## config.mk

```make
export PLATFORM = sky130hd
export DESIGN_NAME = reset_wake_control
export DESIGN_NICKNAME = d
export VERILOG_FILES = /design/src/reset_wake_pkg.sv /design/src/reset_wake_control.sv
export SDC_FILE = /design/constraint.sdc
export NUM_CORES = 1
export LEC_CHECK = 0
export BUFFER_PORTS_ARGS = -buffer_cell sky130_fd_sc_hd__buf_2
export CAP_MARGIN = 20
export CORE_ASPECT_RATIO = 0.8
export CORE_MARGIN = 2
export CORE_UTILIZATION = 33
export DETAILED_ROUTE_END_ITERATION = 8
export PLACE_DENSITY = 0.6
export SYNTH_ARGS = -nofsm -noshare
export SYNTH_HDL_FRONTEND = slang
export SYNTH_SLANG_ARGS = --single-unit
```

## constraint.sdc

```tcl
create_clock -name REF_CLK -period 4.65 [get_ports REF_CLK]
set_clock_uncertainty 0.2 [all_clocks]
set_input_delay 0.465 -clock REF_CLK [delete_from_list [all_inputs] [get_ports REF_CLK]]
set_output_delay 0.465 -clock REF_CLK [all_outputs]
set_load 0.02 [all_outputs]
```

## src/reset_wake_pkg.sv

```systemverilog
// Constants, encodings and timing for the reset status and wake-exit delay logic.
// How it works
// - Leaving primary-idle mode skips the oscillator start-up count.
// - External clock, RC or internal-oscillator targets skip the oscillator start-up count.
// - Every wake waits the CPU-ready interval; with no start-up count, execution starts the cycle after.
// - The CPU-ready interval runs alongside the other wake delays.
// - Waking into a crystal mode from secondary, internal or sleep applies start-up count; primary-ready flag follows.
// - Crystal-with-PLL target adds the PLL lock wait after the start-up count.
// - Internal-oscillator target from secondary or sleep keeps running; stable flag follows.
// - Any reset returns the internal oscillator selection to 1 MHz.
// - Eight reset causes are told apart and reported.
// - Five low status bits are event flags cleared by events; bits 4, 1 and 0 are set by firmware.
// - Bit 7 enables interrupt priority levels; resets to 0.
// - Bit 6 enables brown-out only when config is 01, else reads 0.
// - Bit 5 always reads 0.
// - Bit 4 cleared by reset instruction, set by power-up or firmware.
// - Bit 3 set by power-up, watchdog clear or sleep; cleared by timeout.
// - Bit 2 set by power-up or watchdog clear; cleared by sleep.
// - Power-on flag cleared only by power-on reset, set only by firmware.
// - Bit 0 cleared by brown-out reset, set only by firmware.
// - Holding the reset pin low resets; short pulses are filtered out.
// - The reset pin is never driven by the device.
// - With the pin function disabled the pin is a plain digital input.
package reset_wake_pkg;
   localparam int CLK_PERIOD_NS = 20;
   localparam int CPU_READY_DELAY_NS = 10000;
   localparam int CPU_READY_DELAY_CYC = (CPU_READY_DELAY_NS + CLK_PERIOD_NS - 1) / CLK_PERIOD_NS;
   localparam int OST_CYC = 1024;
   localparam int PLL_LOCK_TIME_US = 2000;
   localparam int PLL_LOCK_TIME_CYC = PLL_LOCK_TIME_US * 1000 / CLK_PERIOD_NS;
   localparam int TIOBST_US = 1000;
   localparam int TIOBST_CYC = TIOBST_US * 1000 / CLK_PERIOD_NS;
   localparam int FILTER_NS = 2000;
   localparam int FILTER_CYC = (FILTER_NS + CLK_PERIOD_NS - 1) / CLK_PERIOD_NS;
   localparam logic [1:0] ADDR_RCS = 2'h0;
   localparam logic [1:0] ADDR_OSC = 2'h1;
   localparam logic [1:0] ADDR_CAUSE = 2'h2;
   localparam int BIT_INTERRUPT_PRIORITY_ENABLE = 7;
   localparam int BIT_SBOR = 6;
   localparam int BIT_RI = 4;
   localparam int BIT_TO = 3;
   localparam int BIT_PD = 2;
   localparam int BIT_POR = 1;
   localparam int BIT_BOR = 0;
   localparam logic [2:0] FREQ_1MHZ = 3'h4;
   localparam logic [1:0] BOR_SOFT = 2'h1;
   localparam logic [1:0] BOR_NOSLEEP = 2'h2;
   localparam logic [1:0] BOR_ALWAYS = 2'h3;
   typedef enum logic [1:0] {
      SRC_PRIMARY_IDLE = 2'b00, SRC_SECONDARY = 2'b01,
      SRC_INTERNAL = 2'b10, SRC_SLEEP = 2'b11
   } wake_src_e;
   typedef enum logic [2:0] {
      OSC_LOW_POWER_CRYSTAL = 3'b000, OSC_STANDARD_CRYSTAL = 3'b001,
      OSC_HIGH_SPEED_CRYSTAL = 3'b010, OSC_CRYSTAL_WITH_PLL = 3'b011,
      OSC_EXTERNAL_CLOCK = 3'b100, OSC_RC = 3'b101,
      OSC_INTERNAL = 3'b110, OSC_INTERNAL_IO = 3'b111
   } osc_mode_e;
   typedef enum logic [3:0] {
      CAUSE_NONE = 4'h0, CAUSE_POWER_ON = 4'h1, CAUSE_PIN_RUN = 4'h2,
      CAUSE_PIN_MANAGED = 4'h3, CAUSE_WATCHDOG = 4'h4, CAUSE_BROWNOUT = 4'h5,
      CAUSE_INSTR = 4'h6, CAUSE_STACK_FULL = 4'h7, CAUSE_STACK_UNDER = 4'h8
   } cause_e;
   typedef enum logic [1:0] {
      ST_RUN = 2'b00, ST_ASLEEP = 2'b01, ST_WAKE = 2'b10
   } pm_state_e;
endpackage

```

## src/reset_wake_control.sv

```systemverilog
// Reset status register, reset pin filter and wake-exit delay sequencer.
`timescale 1ns/100ps
module reset_wake_control
   import reset_wake_pkg::*;
#(
   parameter int PLL_LOCK_CYCLES = PLL_LOCK_TIME_CYC,
   parameter int INTERNAL_OSC_SETTLE_CYCLES = TIOBST_CYC,
   parameter int CNT_W = 17
) (
   input wire logic REF_CLK,
   input wire logic SRST,
   input wire logic [1:0] ADDR,
   input wire logic [7:0] WDATA,
   input wire logic WR,
   input wire logic RD,
   output logic [7:0] RDATA,
   input wire logic EXT_RESET_PIN_IN,
   output logic EXT_RESET_PIN_OUT,
   output logic EXT_RESET_PIN_OE,
   input wire logic EXT_RESET_PIN_ENABLE,
   input wire logic [1:0] BROWNOUT_CONFIG,
   input wire logic BROWNOUT_EVENT,
   input wire logic WATCHDOG_TIMEOUT,
   input wire logic WATCHDOG_CLEAR_INSTR,
   input wire logic SLEEP_INSTR,
   input wire logic RESET_INSTR,
   input wire logic STACK_FULL,
   input wire logic STACK_UNDERFLOW,
   input wire logic WAKE_EVENT,
   input wire logic [1:0] WAKE_SRC,
   input wire logic [2:0] WAKE_DST,
   output logic CPU_RUN,
   output logic DEVICE_RESET,
   output logic PIN_DIGITAL_IN,
   output logic PRIMARY_READY,
   output logic INTERNAL_OSC_STABLE,
   output logic [2:0] INTERNAL_OSC_FREQ_SEL,
   output logic INT_PRIORITY_EN,
   output logic BROWNOUT_ENABLE,
   output logic [3:0] RESET_CAUSE
);

   function automatic logic is_crystal(input logic [2:0] m);
      is_crystal = (m == OSC_LOW_POWER_CRYSTAL) || (m == OSC_STANDARD_CRYSTAL) ||
                   (m == OSC_HIGH_SPEED_CRYSTAL) || (m == OSC_CRYSTAL_WITH_PLL);
   endfunction

   localparam logic [CNT_W-1:0] CSD_LOAD = CNT_W'(CPU_READY_DELAY_CYC);
   localparam logic [CNT_W-1:0] OST_LOAD = CNT_W'(OST_CYC);
   localparam logic [CNT_W-1:0] PLL_LOAD = CNT_W'(PLL_LOCK_CYCLES);
   localparam logic [CNT_W-1:0] IOB_LOAD = CNT_W'(INTERNAL_OSC_SETTLE_CYCLES);
   localparam logic [7:0] FILT_LOAD = 8'(FILTER_CYC);

   logic pin_meta_q, pin_sync_q;
   logic [7:0] filt_cnt_q;
   logic pin_rst_q;
   logic pin_fall_q;
   pm_state_e state_q;
   logic [CNT_W-1:0] csd_cnt_q, osc_cnt_q, iob_cnt_q;
   logic pll_pend_q, ost_used_q;
   logic interrupt_priority_enable_q, soft_brownout_enable_q, ri_q, to_q, pd_q, por_q, bor_q;
   logic [2:0] freq_q;
   logic ready_q, stable_q;
   cause_e cause_q;
   logic [7:0] rdata_q;
   logic wake_go, osc_done, int_reset, any_reset, wr_rcs, wr_osc;
   logic need_ost, need_pll, need_iob;
   logic [7:0] rcs_view;

   // The pin is asynchronous; only the second stage feeds the filter.
   always_ff @(posedge REF_CLK) begin
      pin_meta_q <= EXT_RESET_PIN_IN;
      pin_sync_q <= pin_meta_q;
   end

   assign PIN_DIGITAL_IN = pin_sync_q;
   assign EXT_RESET_PIN_OUT = 1'b0;
   assign EXT_RESET_PIN_OE = 1'b0;

   always_ff @(posedge REF_CLK) begin
      if (SRST || pin_sync_q || !EXT_RESET_PIN_ENABLE) begin
         filt_cnt_q <= 8'h00;
      end else if (filt_cnt_q != FILT_LOAD) begin
         filt_cnt_q <= filt_cnt_q + 8'h01;
      end
   end

   // A low shorter than the filter window never reaches the reset output.
   always_ff @(posedge REF_CLK) begin
      if (SRST) begin
         pin_rst_q <= 1'b0;
         pin_fall_q <= 1'b0;
      end else begin
         pin_rst_q <= (filt_cnt_q == FILT_LOAD) && !pin_sync_q && EXT_RESET_PIN_ENABLE;
         pin_fall_q <= (filt_cnt_q == FILT_LOAD - 8'h01) && !pin_sync_q &&
                       EXT_RESET_PIN_ENABLE;
      end
   end

   // A watchdog timeout while asleep is not a reset, and it does not start a wake.
   assign int_reset = RESET_INSTR || STACK_FULL || STACK_UNDERFLOW || BROWNOUT_EVENT ||
                      (WATCHDOG_TIMEOUT && state_q == ST_RUN);
   assign any_reset = int_reset || pin_rst_q;
   assign DEVICE_RESET = any_reset;

   always_ff @(posedge REF_CLK) begin
      if (SRST) begin
         cause_q <= CAUSE_POWER_ON;
      end else if (pin_fall_q) begin
         cause_q <= (state_q == ST_RUN) ? CAUSE_PIN_RUN : CAUSE_PIN_MANAGED;
      end else if (BROWNOUT_EVENT) begin
         cause_q <= CAUSE_BROWNOUT;
      end else if (WATCHDOG_TIMEOUT && state_q == ST_RUN) begin
         cause_q <= CAUSE_WATCHDOG;
      end else if (RESET_INSTR) begin
         cause_q <= CAUSE_INSTR;
      end else if (STACK_FULL) begin
         cause_q <= CAUSE_STACK_FULL;
      end else if (STACK_UNDERFLOW) begin
         cause_q <= CAUSE_STACK_UNDER;
      end
   end
   assign RESET_CAUSE = cause_q;

   assign wake_go = (state_q == ST_ASLEEP) && WAKE_EVENT && !any_reset;
   assign need_ost = is_crystal(WAKE_DST) && (WAKE_SRC != SRC_PRIMARY_IDLE);
   assign need_pll = (WAKE_DST == OSC_CRYSTAL_WITH_PLL) && (WAKE_SRC != SRC_PRIMARY_IDLE);
   assign need_iob = ((WAKE_DST == OSC_INTERNAL) || (WAKE_DST == OSC_INTERNAL_IO)) &&
                     ((WAKE_SRC == SRC_SECONDARY) || (WAKE_SRC == SRC_SLEEP));
   assign osc_done = (osc_cnt_q == '0) && !pll_pend_q;

   always_ff @(posedge REF_CLK) begin
      if (SRST || any_reset) begin
         state_q <= ST_RUN;
      end else begin
         case (state_q)
            ST_RUN: begin
               if (SLEEP_INSTR) begin
                  state_q <= ST_ASLEEP;
               end
            end
            ST_ASLEEP: begin
               if (wake_go) begin
                  state_q <= ST_WAKE;
               end
            end
            ST_WAKE: begin
               if (csd_cnt_q == '0 && osc_done) begin
                  state_q <= ST_RUN;
               end
            end
            default: state_q <= ST_RUN;
         endcase
      end
   end
   assign CPU_RUN = (state_q == ST_RUN);

   always_ff @(posedge REF_CLK) begin
      if (SRST) begin
         csd_cnt_q <= '0;
      end else if (wake_go) begin
         csd_cnt_q <= CSD_LOAD;
      end else if (csd_cnt_q != '0) begin
         csd_cnt_q <= csd_cnt_q - CNT_W'(1);
      end
   end

   always_ff @(posedge REF_CLK) begin
      if (SRST) begin
         osc_cnt_q <= '0;
         pll_pend_q <= 1'b0;
         ost_used_q <= 1'b0;
      end else if (wake_go) begin
         osc_cnt_q <= need_ost ? OST_LOAD : '0;
         pll_pend_q <= need_pll;
         ost_used_q <= need_ost;
      end else if (osc_cnt_q != '0) begin
         osc_cnt_q <= osc_cnt_q - CNT_W'(1);
      end else if (pll_pend_q) begin
         osc_cnt_q <= PLL_LOAD;
         pll_pend_q <= 1'b0;
      end
   end

   always_ff @(posedge REF_CLK) begin
      if (SRST) begin
         iob_cnt_q <= '0;
      end else if (wake_go && need_iob) begin
         iob_cnt_q <= IOB_LOAD;
      end else if (iob_cnt_q != '0) begin
         iob_cnt_q <= iob_cnt_q - CNT_W'(1);
      end
   end

   // Ready flags drop at a wake that restarts their clock and rise when its wait ends.
   always_ff @(posedge REF_CLK) begin
      if (SRST) begin
         ready_q <= 1'b1;
         stable_q <= 1'b1;
      end else begin
         if (wake_go && need_ost) begin
            ready_q <= 1'b0;
         end else if (state_q == ST_WAKE && osc_done) begin
            ready_q <= 1'b1;
         end
         if (wake_go && need_iob) begin
            stable_q <= 1'b0;
         end else if (iob_cnt_q == CNT_W'(1)) begin
            stable_q <= 1'b1;
         end
      end
   end
   assign PRIMARY_READY = ready_q;
   assign INTERNAL_OSC_STABLE = stable_q;

   assign wr_rcs = WR && (ADDR == ADDR_RCS);
   assign wr_osc = WR && (ADDR == ADDR_OSC);

   always_ff @(posedge REF_CLK) begin
      if (SRST || any_reset) begin
         freq_q <= FREQ_1MHZ;
      end else if (wr_osc) begin
         freq_q <= WDATA[6:4];
      end
   end
   assign INTERNAL_OSC_FREQ_SEL = freq_q;

   always_ff @(posedge REF_CLK) begin
      if (SRST || any_reset) begin
         interrupt_priority_enable_q <= 1'b0;
      end else if (wr_rcs) begin
         interrupt_priority_enable_q <= WDATA[BIT_INTERRUPT_PRIORITY_ENABLE];
      end
   end
   assign INT_PRIORITY_EN = interrupt_priority_enable_q;

   always_ff @(posedge REF_CLK) begin
      if (SRST) begin
         soft_brownout_enable_q <= (BROWNOUT_CONFIG == BOR_SOFT);
      end else if (BROWNOUT_CONFIG != BOR_SOFT) begin
         soft_brownout_enable_q <= 1'b0;
      end else if (wr_rcs) begin
         soft_brownout_enable_q <= WDATA[BIT_SBOR];
      end
   end
   assign BROWNOUT_ENABLE = (BROWNOUT_CONFIG == BOR_ALWAYS) ||
                            ((BROWNOUT_CONFIG == BOR_NOSLEEP) && state_q != ST_ASLEEP) ||
                            ((BROWNOUT_CONFIG == BOR_SOFT) && soft_brownout_enable_q);

   // event flags
   // Hardware events win over a firmware set in the same cycle, so no event is lost.
   always_ff @(posedge REF_CLK) begin
      if (SRST) begin
         ri_q <= 1'b1;
         to_q <= 1'b1;
         pd_q <= 1'b1;
         por_q <= 1'b0;
         bor_q <= 1'b0;
      end else begin
         if (RESET_INSTR) begin
            ri_q <= 1'b0;
         end else if (wr_rcs && WDATA[BIT_RI]) begin
            ri_q <= 1'b1;
         end
         if (WATCHDOG_TIMEOUT) begin
            to_q <= 1'b0;
         end else if (WATCHDOG_CLEAR_INSTR || SLEEP_INSTR) begin
            to_q <= 1'b1;
         end
         if (SLEEP_INSTR) begin
            pd_q <= 1'b0;
         end else if (WATCHDOG_CLEAR_INSTR) begin
            pd_q <= 1'b1;
         end
         if (wr_rcs && WDATA[BIT_POR]) begin
            por_q <= 1'b1;
         end
         if (BROWNOUT_EVENT) begin
            bor_q <= 1'b0;
         end else if (wr_rcs && WDATA[BIT_BOR]) begin
            bor_q <= 1'b1;
         end
      end
   end

   assign rcs_view = {interrupt_priority_enable_q, soft_brownout_enable_q, 1'b0, ri_q, to_q, pd_q, por_q, bor_q};

   always_ff @(posedge REF_CLK) begin
      if (SRST) begin
         rdata_q <= 8'h00;
      end else if (RD) begin
         case (ADDR)
            ADDR_RCS: rdata_q <= rcs_view;
            ADDR_OSC: rdata_q <= {1'b0, freq_q, ready_q, stable_q, 2'b00};
            ADDR_CAUSE: rdata_q <= {4'h0, cause_q};
            default: rdata_q <= 8'h00;
         endcase
      end else begin
         rdata_q <= 8'h00;
      end
   end
   assign RDATA = rdata_q;

   // Checking helpers: cycles spent in the wake state.
   logic [CNT_W-1:0] age_q;
   always_ff @(posedge REF_CLK) begin
      if (SRST || wake_go) begin
         age_q <= '0;
      end else if (state_q == ST_WAKE) begin
         age_q <= age_q + CNT_W'(1);
      end
   end
endmodule

```

# [Word level (Yosys, flattened, before mapping)]
# Index checks and enable logic that the tools add are counted.
[word_totals] regBits=90 latchBits=0 ram_bits=0 rom_bits=0 input_bits=31 output_inout_bits=24 elab_cells=154 memories=0
[classes] add_sub_neg=4 multipliers=0 div=0 magnitude_cmp=0 n_eq_ne=24 shift=0 n_mux=35 bitwise_logic=1 reduce_logical=66
[ops] cell="two-way mux 17 bit" count=3
[ops] cell="nonzero test 17 bit" count=3
[ops] cell="subtractor 17 x 1 -> 17 bit, second input constant" count=3
[ops] cell="zero test 17 bit" count=2
[ops] cell="two-way mux 16 bit" count=2
[ops] cell="two-way mux 4 bit" count=6
[ops] cell="one-hot mux 8 bit (3 select lines)" count=1
[ops] cell="logical AND 1 bit" count=22
[ops] cell="two-way mux 9 bit" count=2
[ops] cell="== test 17 x 1 -> 1 bit, second input constant" count=1
[ops] cell="== test 8 x 7 -> 1 bit, second input constant" count=2
[ops] cell="logical OR 1 bit" count=16
[ops] cell="two-way mux 1 bit" count=16
[ops] cell="nonzero test 2 bit" count=8
[ops] cell="two-way mux 11 bit" count=1
[ops] cell="== test 2 bit, second input constant" count=5
[ops] cell="adder 8 x 1 -> 8 bit, second input constant" count=1
[ops] cell="== test 2 x 1 -> 1 bit, second input constant" count=4
[ops] cell="!= test 2 bit, second input constant" count=4
[ops] cell="!= test 8 x 7 -> 1 bit, second input constant" count=1
[ops] cell="OR reduction 2 bit" count=4
[ops] cell="== test 3 x 2 -> 1 bit, second input constant" count=2
[ops] cell="== test 3 bit, second input constant" count=2
[ops] cell="two-way mux 2 bit" count=3
[ops] cell="10 further kinds" count=16

# [Longest topological paths before layout]
[depth] word_depth=9 depth_mapped=8 mapped_depth_nobuf=7

# [Worst setup path after synthesis]
# OpenSTA, ideal clock, no wires.
[synth_timing] path_kind="input-to-reg" startpoint="input BROWNOUT_EVENT" endpoint="register iob_cnt_q[0]" t_arrival_ns=2.196 t_required_ns=4.333 slack_ns=2.137 cell_stages=7 cell_sequence="or3_1 or3_1 or3_1 clkbuf_1 nand2_1 buf_2 nor2_1"
[synth_between] elab_chain_len=7
[synth_rtl] element="start, declared" line="reset_wake_control.sv:22" rtl="input wire logic BROWNOUT_EVENT,"
[synth_rtl] element="logical OR 1 bit (2 in series)" line="reset_wake_control.sv:101" rtl="assign int_reset = RESET_INSTR || STACK_FULL || STACK_UNDERFLOW || BROWNOUT_EVENT ||"
[synth_rtl] element="logical OR 1 bit" line="reset_wake_control.sv:103" rtl="assign any_reset = int_reset || pin_rst_q;"
[synth_rtl] element="via DEVICE_RESET" line="reset_wake_control.sv:33" rtl="output logic DEVICE_RESET,"
[synth_rtl] element="zero test 1 bit" line="reset_wake_control.sv:125" rtl="assign wake_go = (state_q == ST_ASLEEP) && WAKE_EVENT && !any_reset;"
[synth_rtl] element="logical AND 1 bit" line="reset_wake_control.sv:125"
[synth_rtl] element="logical AND 1 bit" line="reset_wake_control.sv:188" rtl="end else if (wake_go && need_iob) begin"
[synth_rtl] element="OR reduction 2 bit (no source line)"
[synth_rtl] element="end signal, assigned" line="reset_wake_control.sv:191" rtl="iob_cnt_q <= iob_cnt_q - CNT_W'(1);"
[synth_rtl] element="end, declared" line="reset_wake_control.sv:59" rtl="logic [CNT_W-1:0] csd_cnt_q, osc_cnt_q, iob_cnt_q;"
# The timed path passes the listed nets, and every way through them passes these cells.
# A chain may end at the register's enable or synchronous reset.

# [Worst setup path after layout]
[layout_timing] startpoint="register csd_cnt_q[0]" endpoint="register state_q[1]"
[layout_between] elab_chain_len=4
[layout_rtl] element="start, declared" line="reset_wake_control.sv:59"
[layout_rtl] element="start signal, assigned" line="reset_wake_control.sv:164" rtl="csd_cnt_q <= csd_cnt_q - CNT_W'(1);"
[layout_rtl] element="zero test 17 bit" line="reset_wake_control.sv:148" rtl="if (csd_cnt_q == '0 && osc_done) begin"
[layout_rtl] element="logical AND 1 bit" line="reset_wake_control.sv:148"
[layout_rtl] element="!= test 2 bit (no source line)"
[layout_rtl] element="AND reduction 3 bit (no source line)"
[layout_rtl] element="end signal, assigned" line="reset_wake_control.sv:144" rtl="state_q <= ST_WAKE;"
[layout_rtl] element="end signal, assigned" line="reset_wake_control.sv:149" rtl="state_q <= ST_RUN;"
[layout_rtl] element="end signal, assigned" line="reset_wake_control.sv:152" rtl="default: state_q <= ST_RUN;"
[layout_rtl] element="end, declared" line="reset_wake_control.sv:58" rtl="pm_state_e state_q;"
# Every way passes these cells.

==> impl_metrics.py <==
metrics = {
    "outcome": {
        "run_status": "complete, no violations",
    },
    "timing": {
        "hold_viol_final": 0,
        "timing.hold.ws_ps": 18.4,
        "timing.final.setup_violations": 0,
        "timing.slew.headroom": 0.421,
        "maxClockFrequency_mhz": 356,
        "sum_of_negative_setup_slack_ps": 0,
        "post-route-period-util": 0.605,
        "timing_worst_slew_pin_value_ps": 861,
        "post-route-min-period_ps": 2810,
        "rsz0062_at_grt": "false",
        "slew_viol_final": 0,
    },
    "routing": {
        "wl_per_cell_um": 14.1,
        "via_per_inst": 5.22,
        "detail_route.drc_violations": 0,
        "wirelength_um": 9380,
        "drtPass1Iterations": 4,
        "initialDrtViolationCount": 167,
        "ant_nets": 0,
        "detailroute.via_count": 3475,
    },
    "clock_tree": {
        "cts_buffer_count": 9,
        "clock_tree.root_cell": "clkbuf_16",
        "postCtsSetupBuffers": 0,
        "clock_tree_from_tritoncts": "done",
        "clock_sink_count": 90,
        "clk_pin_slew_ps": 70,
        "insertion_delay_ps": 350,
        "post_cts_hold_buffer_count": 0,
        "cts_buffer_depth": 2,
        "cts_repair_resize_count": 0,
        "cts_max_level": 3,
    },
    "floorplan": {
        "fp.coreArea_um2": 11700,
        "fp.dieW_um": 127,
        "die_area_um2": 13100,
        "rows": 35,
        "boundaryPins": 55,
        "floorplan.initialDensity": 0.343,
        "fp.dieH_um": 103,
    },
    "hold_path": {
        "worstHoldPathType": "input port to flip-flop",
        "hp-start": "EXT_RESET_PIN_IN",
    },
    "pwr": {
        "static-leakage-power_nw": 1.86,
        "p_sw_w": 0.00120,
        "power_per_cell_area_nw_per_um2": 650,
        "power_report.internal_total_w": 0.00183,
        "share_clk_of_total_power": 0.227,
        "portion_of_total_power_attributed_to_sequential_cells": 0.375,
        "power_switching_share": 0.396,
        "ir_worst_vdd_mv": 0.202,
        "power.share.combinational": 0.398,
    },
    "critical_path": {
        "worst_ep_required_time_ps": 4690,
        "worstSetupStartpointType": "flip-flop",
        "critPathLaunch": "csd_cnt_q[0]",
        "timing_worst_setup_path_type": "flip-flop to flip-flop",
        "crit_path_end_kind": "flip-flop",
        "worstPathArrival_ps": 2850,
        "critical_path.reg2reg.startpoint": "csd_cnt_q[0]",
        "critical_path.max_fanout": 7,
    },
    "global_route": {
        "via_count_of_the_first_global_routing_pass": 3223,
        "grt_use_total": 0.148,
        "grt_antenna_before_repair": 0,
        "grt_max_degree": 24,
        "global_route.overflow_total": 0,
        "grt_pass1_wl_um": 15300,
    },
    "finish": {
        "design.final.nets": 553,
        "register_area_um2": 1810,
        "n_antenna_cell": 0,
        "multi_input_area_um2": 2080,
        "final_area_um2": 4670,
        "layout-area-overhead-vs-synth_pct": 16.3,
        "num-fill-cells": 1185,
        "share_of_post_route_cells_with_drive_strength_above_1": 0.141,
        "finalNonFillerCells": 666,
    },
    "synthesis": {
        "synth.lib_cells_used.distinct": 49,
        "seq_area_frac_synth": 0.452,
        "synth_edf_count": 1,
        "dominantRegCellSynth": "dfxtp_1",
        "synth_cells": 466,
        "post-synth-top-area-fraction": 0.444,
        "yosys_warnings": 0,
        "synth_area_leader_cell": "dfxtp_1",
        "synth_area_per_cell_um2": 8.61,
        "synth_top_cells_by_area": "dfxtp_1 44%, nor2_1 6.0%, a21oi_1 4.5%",
        "synth.cell_area_um2": 4010,
        "ys_seq_elements": 90,
        "synth-async-reset-ratio": 0,
    },
    "place": {
        "numPortBuffers": 50,
        "place.detailed.hpwl_um": 6800,
        "place_inst": 651,
        "placed_cell_area_um2": 4390,
        "place_congestion": 0.827,
    },
    "job": {
        "drv_cap": 0,
    },
}
[state kept, by name, indices dropped and copies added, names as in the netlist, 2 cells and up]
| register | flops |
|---|---|
| iob_cnt_q | 17 |
| RESET_CAUSE | 4 |
| state_q | 2 |
| osc_cnt_q | 17 |
| csd_cnt_q | 17 |
| filt_cnt_q | 8 |
| RDATA | 8 |
| INTERNAL_OSC_FREQ_SEL | 3 |
[final timing paths]
check | slack, ps | to | depth (start not counted)
worst max-delay path | 1840 | state_q[1] | 7
worst min-delay path | 20 | pin_meta_q | 1
worst max register to register | 1840 | state_q[1] | 7
worst min register to register | 130 | PIN_DIGITAL_IN | 0
[metal layers]
layer  part of all wire  track usage  vias up
met4              0.028       0.0727        0
met5                  0            0        -
met2               0.43        0.230       85
met1               0.50        0.187     1607
met3              0.046       0.0472       21
li1                   -            -     1762
[layout make-up]
cell class | count | area share
clock inverter | 6 | 0.0107
multi-input combinational | 347 | 0.446
tap | 148 | 0.0397
timing repair buffer | 51 | 0.0552
clock buffer | 9 | 0.0483
inverter | 15 | 0.0121
sequential | 90 | 0.388
[worst max-delay path: stages (launching register included)]
cell and delay, ps:
dfxtp_1 320, inv_1 100, ha_1 270, or4b_4 500, nor4_1 540, nand2_1 370, o31ai_1 310, a21oi_1 100
[kinds of logic (layout without fill, tap and decap cells)]
logic type	Yosys count	count (layout)	share of synthesized area
buffers and inverters	30	81	0.0312
other	1	2	0.000935
DFF	90	90	0.452
AOI/OAI and AO/OA	78	78	0.117
muxes	12	12	0.0302
adders and majority gates	8	8	0.0249
xor gates and xnor gates	26	26	0.0568
and+or+nand+nor	221	221	0.287
[Yosys cell counts (2+ instances only)]
master	instances
a211oi_1	6
o31ai_1	5
a211o_1	2
clkbuf_1	9
clkbuf_2	2
nand4_1	5
xor2_1	14
nor2b_1	2
nand3b_1	7
nand2b_1	6
nor4_1	15
or2_2	3
and3_1	2
o211ai_1	3
buf_4	2
nor3b_1	8
nand4b_1	2
nand3_1	18
xnor2_1	12
dfxtp_1	89
buf_2	2
ha_1	8
mux2i_1	11
a21oi_1	36
nor3_1	19
or3_1	15
inv_1	15
nand2_1	35
nor2_1	64
o21ai_0	12
or4_1	12
a31oi_1	8
[cell usage in the layout, fill, tap and decap left out, types with 2 or more instances in the layout]
cell	Yosys	layout
a211o_1	2	2
a211oi_1	6	6
a21oi_1	36	36
a31oi_1	8	8
and3_1	2	2
buf_2	2	50
clkbuf_16	0	9
clkinvlp_4	0	2
conb_1	1	2
dfxtp_1	89	89
ha_1	8	8
inv_1	15	15
mux2i_1	11	11
nand2_1	35	35
nand2b_1	6	6
nand3_1	18	18
nand3b_1	7	7
nand4_1	5	5
nand4b_1	2	2
nor2_1	64	64
nor2b_1	2	2
nor3_1	19	19
nor3b_1	8	8
nor4_1	15	15
o211ai_1	3	3
o21ai_0	12	12
o31ai_1	5	5
or2_2	3	3
or3_1	15	15
or4_1	12	12
xnor2_1	12	12
xor2_1	14	14
[power by group through the flow]
stage                     sequential (W)  clock [W]  combinational [W]
after floorplan                  0.00111          0           0.000983
after global placement           0.00114          0            0.00115
after detailed placement         0.00115          0            0.00119
after CTS                        0.00113   0.000706            0.00120
after global routing             0.00117   0.000737            0.00136
final                            0.00114   0.000687            0.00121
[per-stage QoR]
step,worst slack (ps),power [W],util
5_1_grt,1610,0.00327,0.399
2_1_floorplan,2140,0.00209,-
3_3_place_gp,1730,0.00229,0.375
4_1_cts,1830,0.00304,0.399
6_report,1840,0.00303,0.399
3_5_place_dp,1690,0.00234,0.375
No activity file was read; power rests on OpenSTA's default activity.
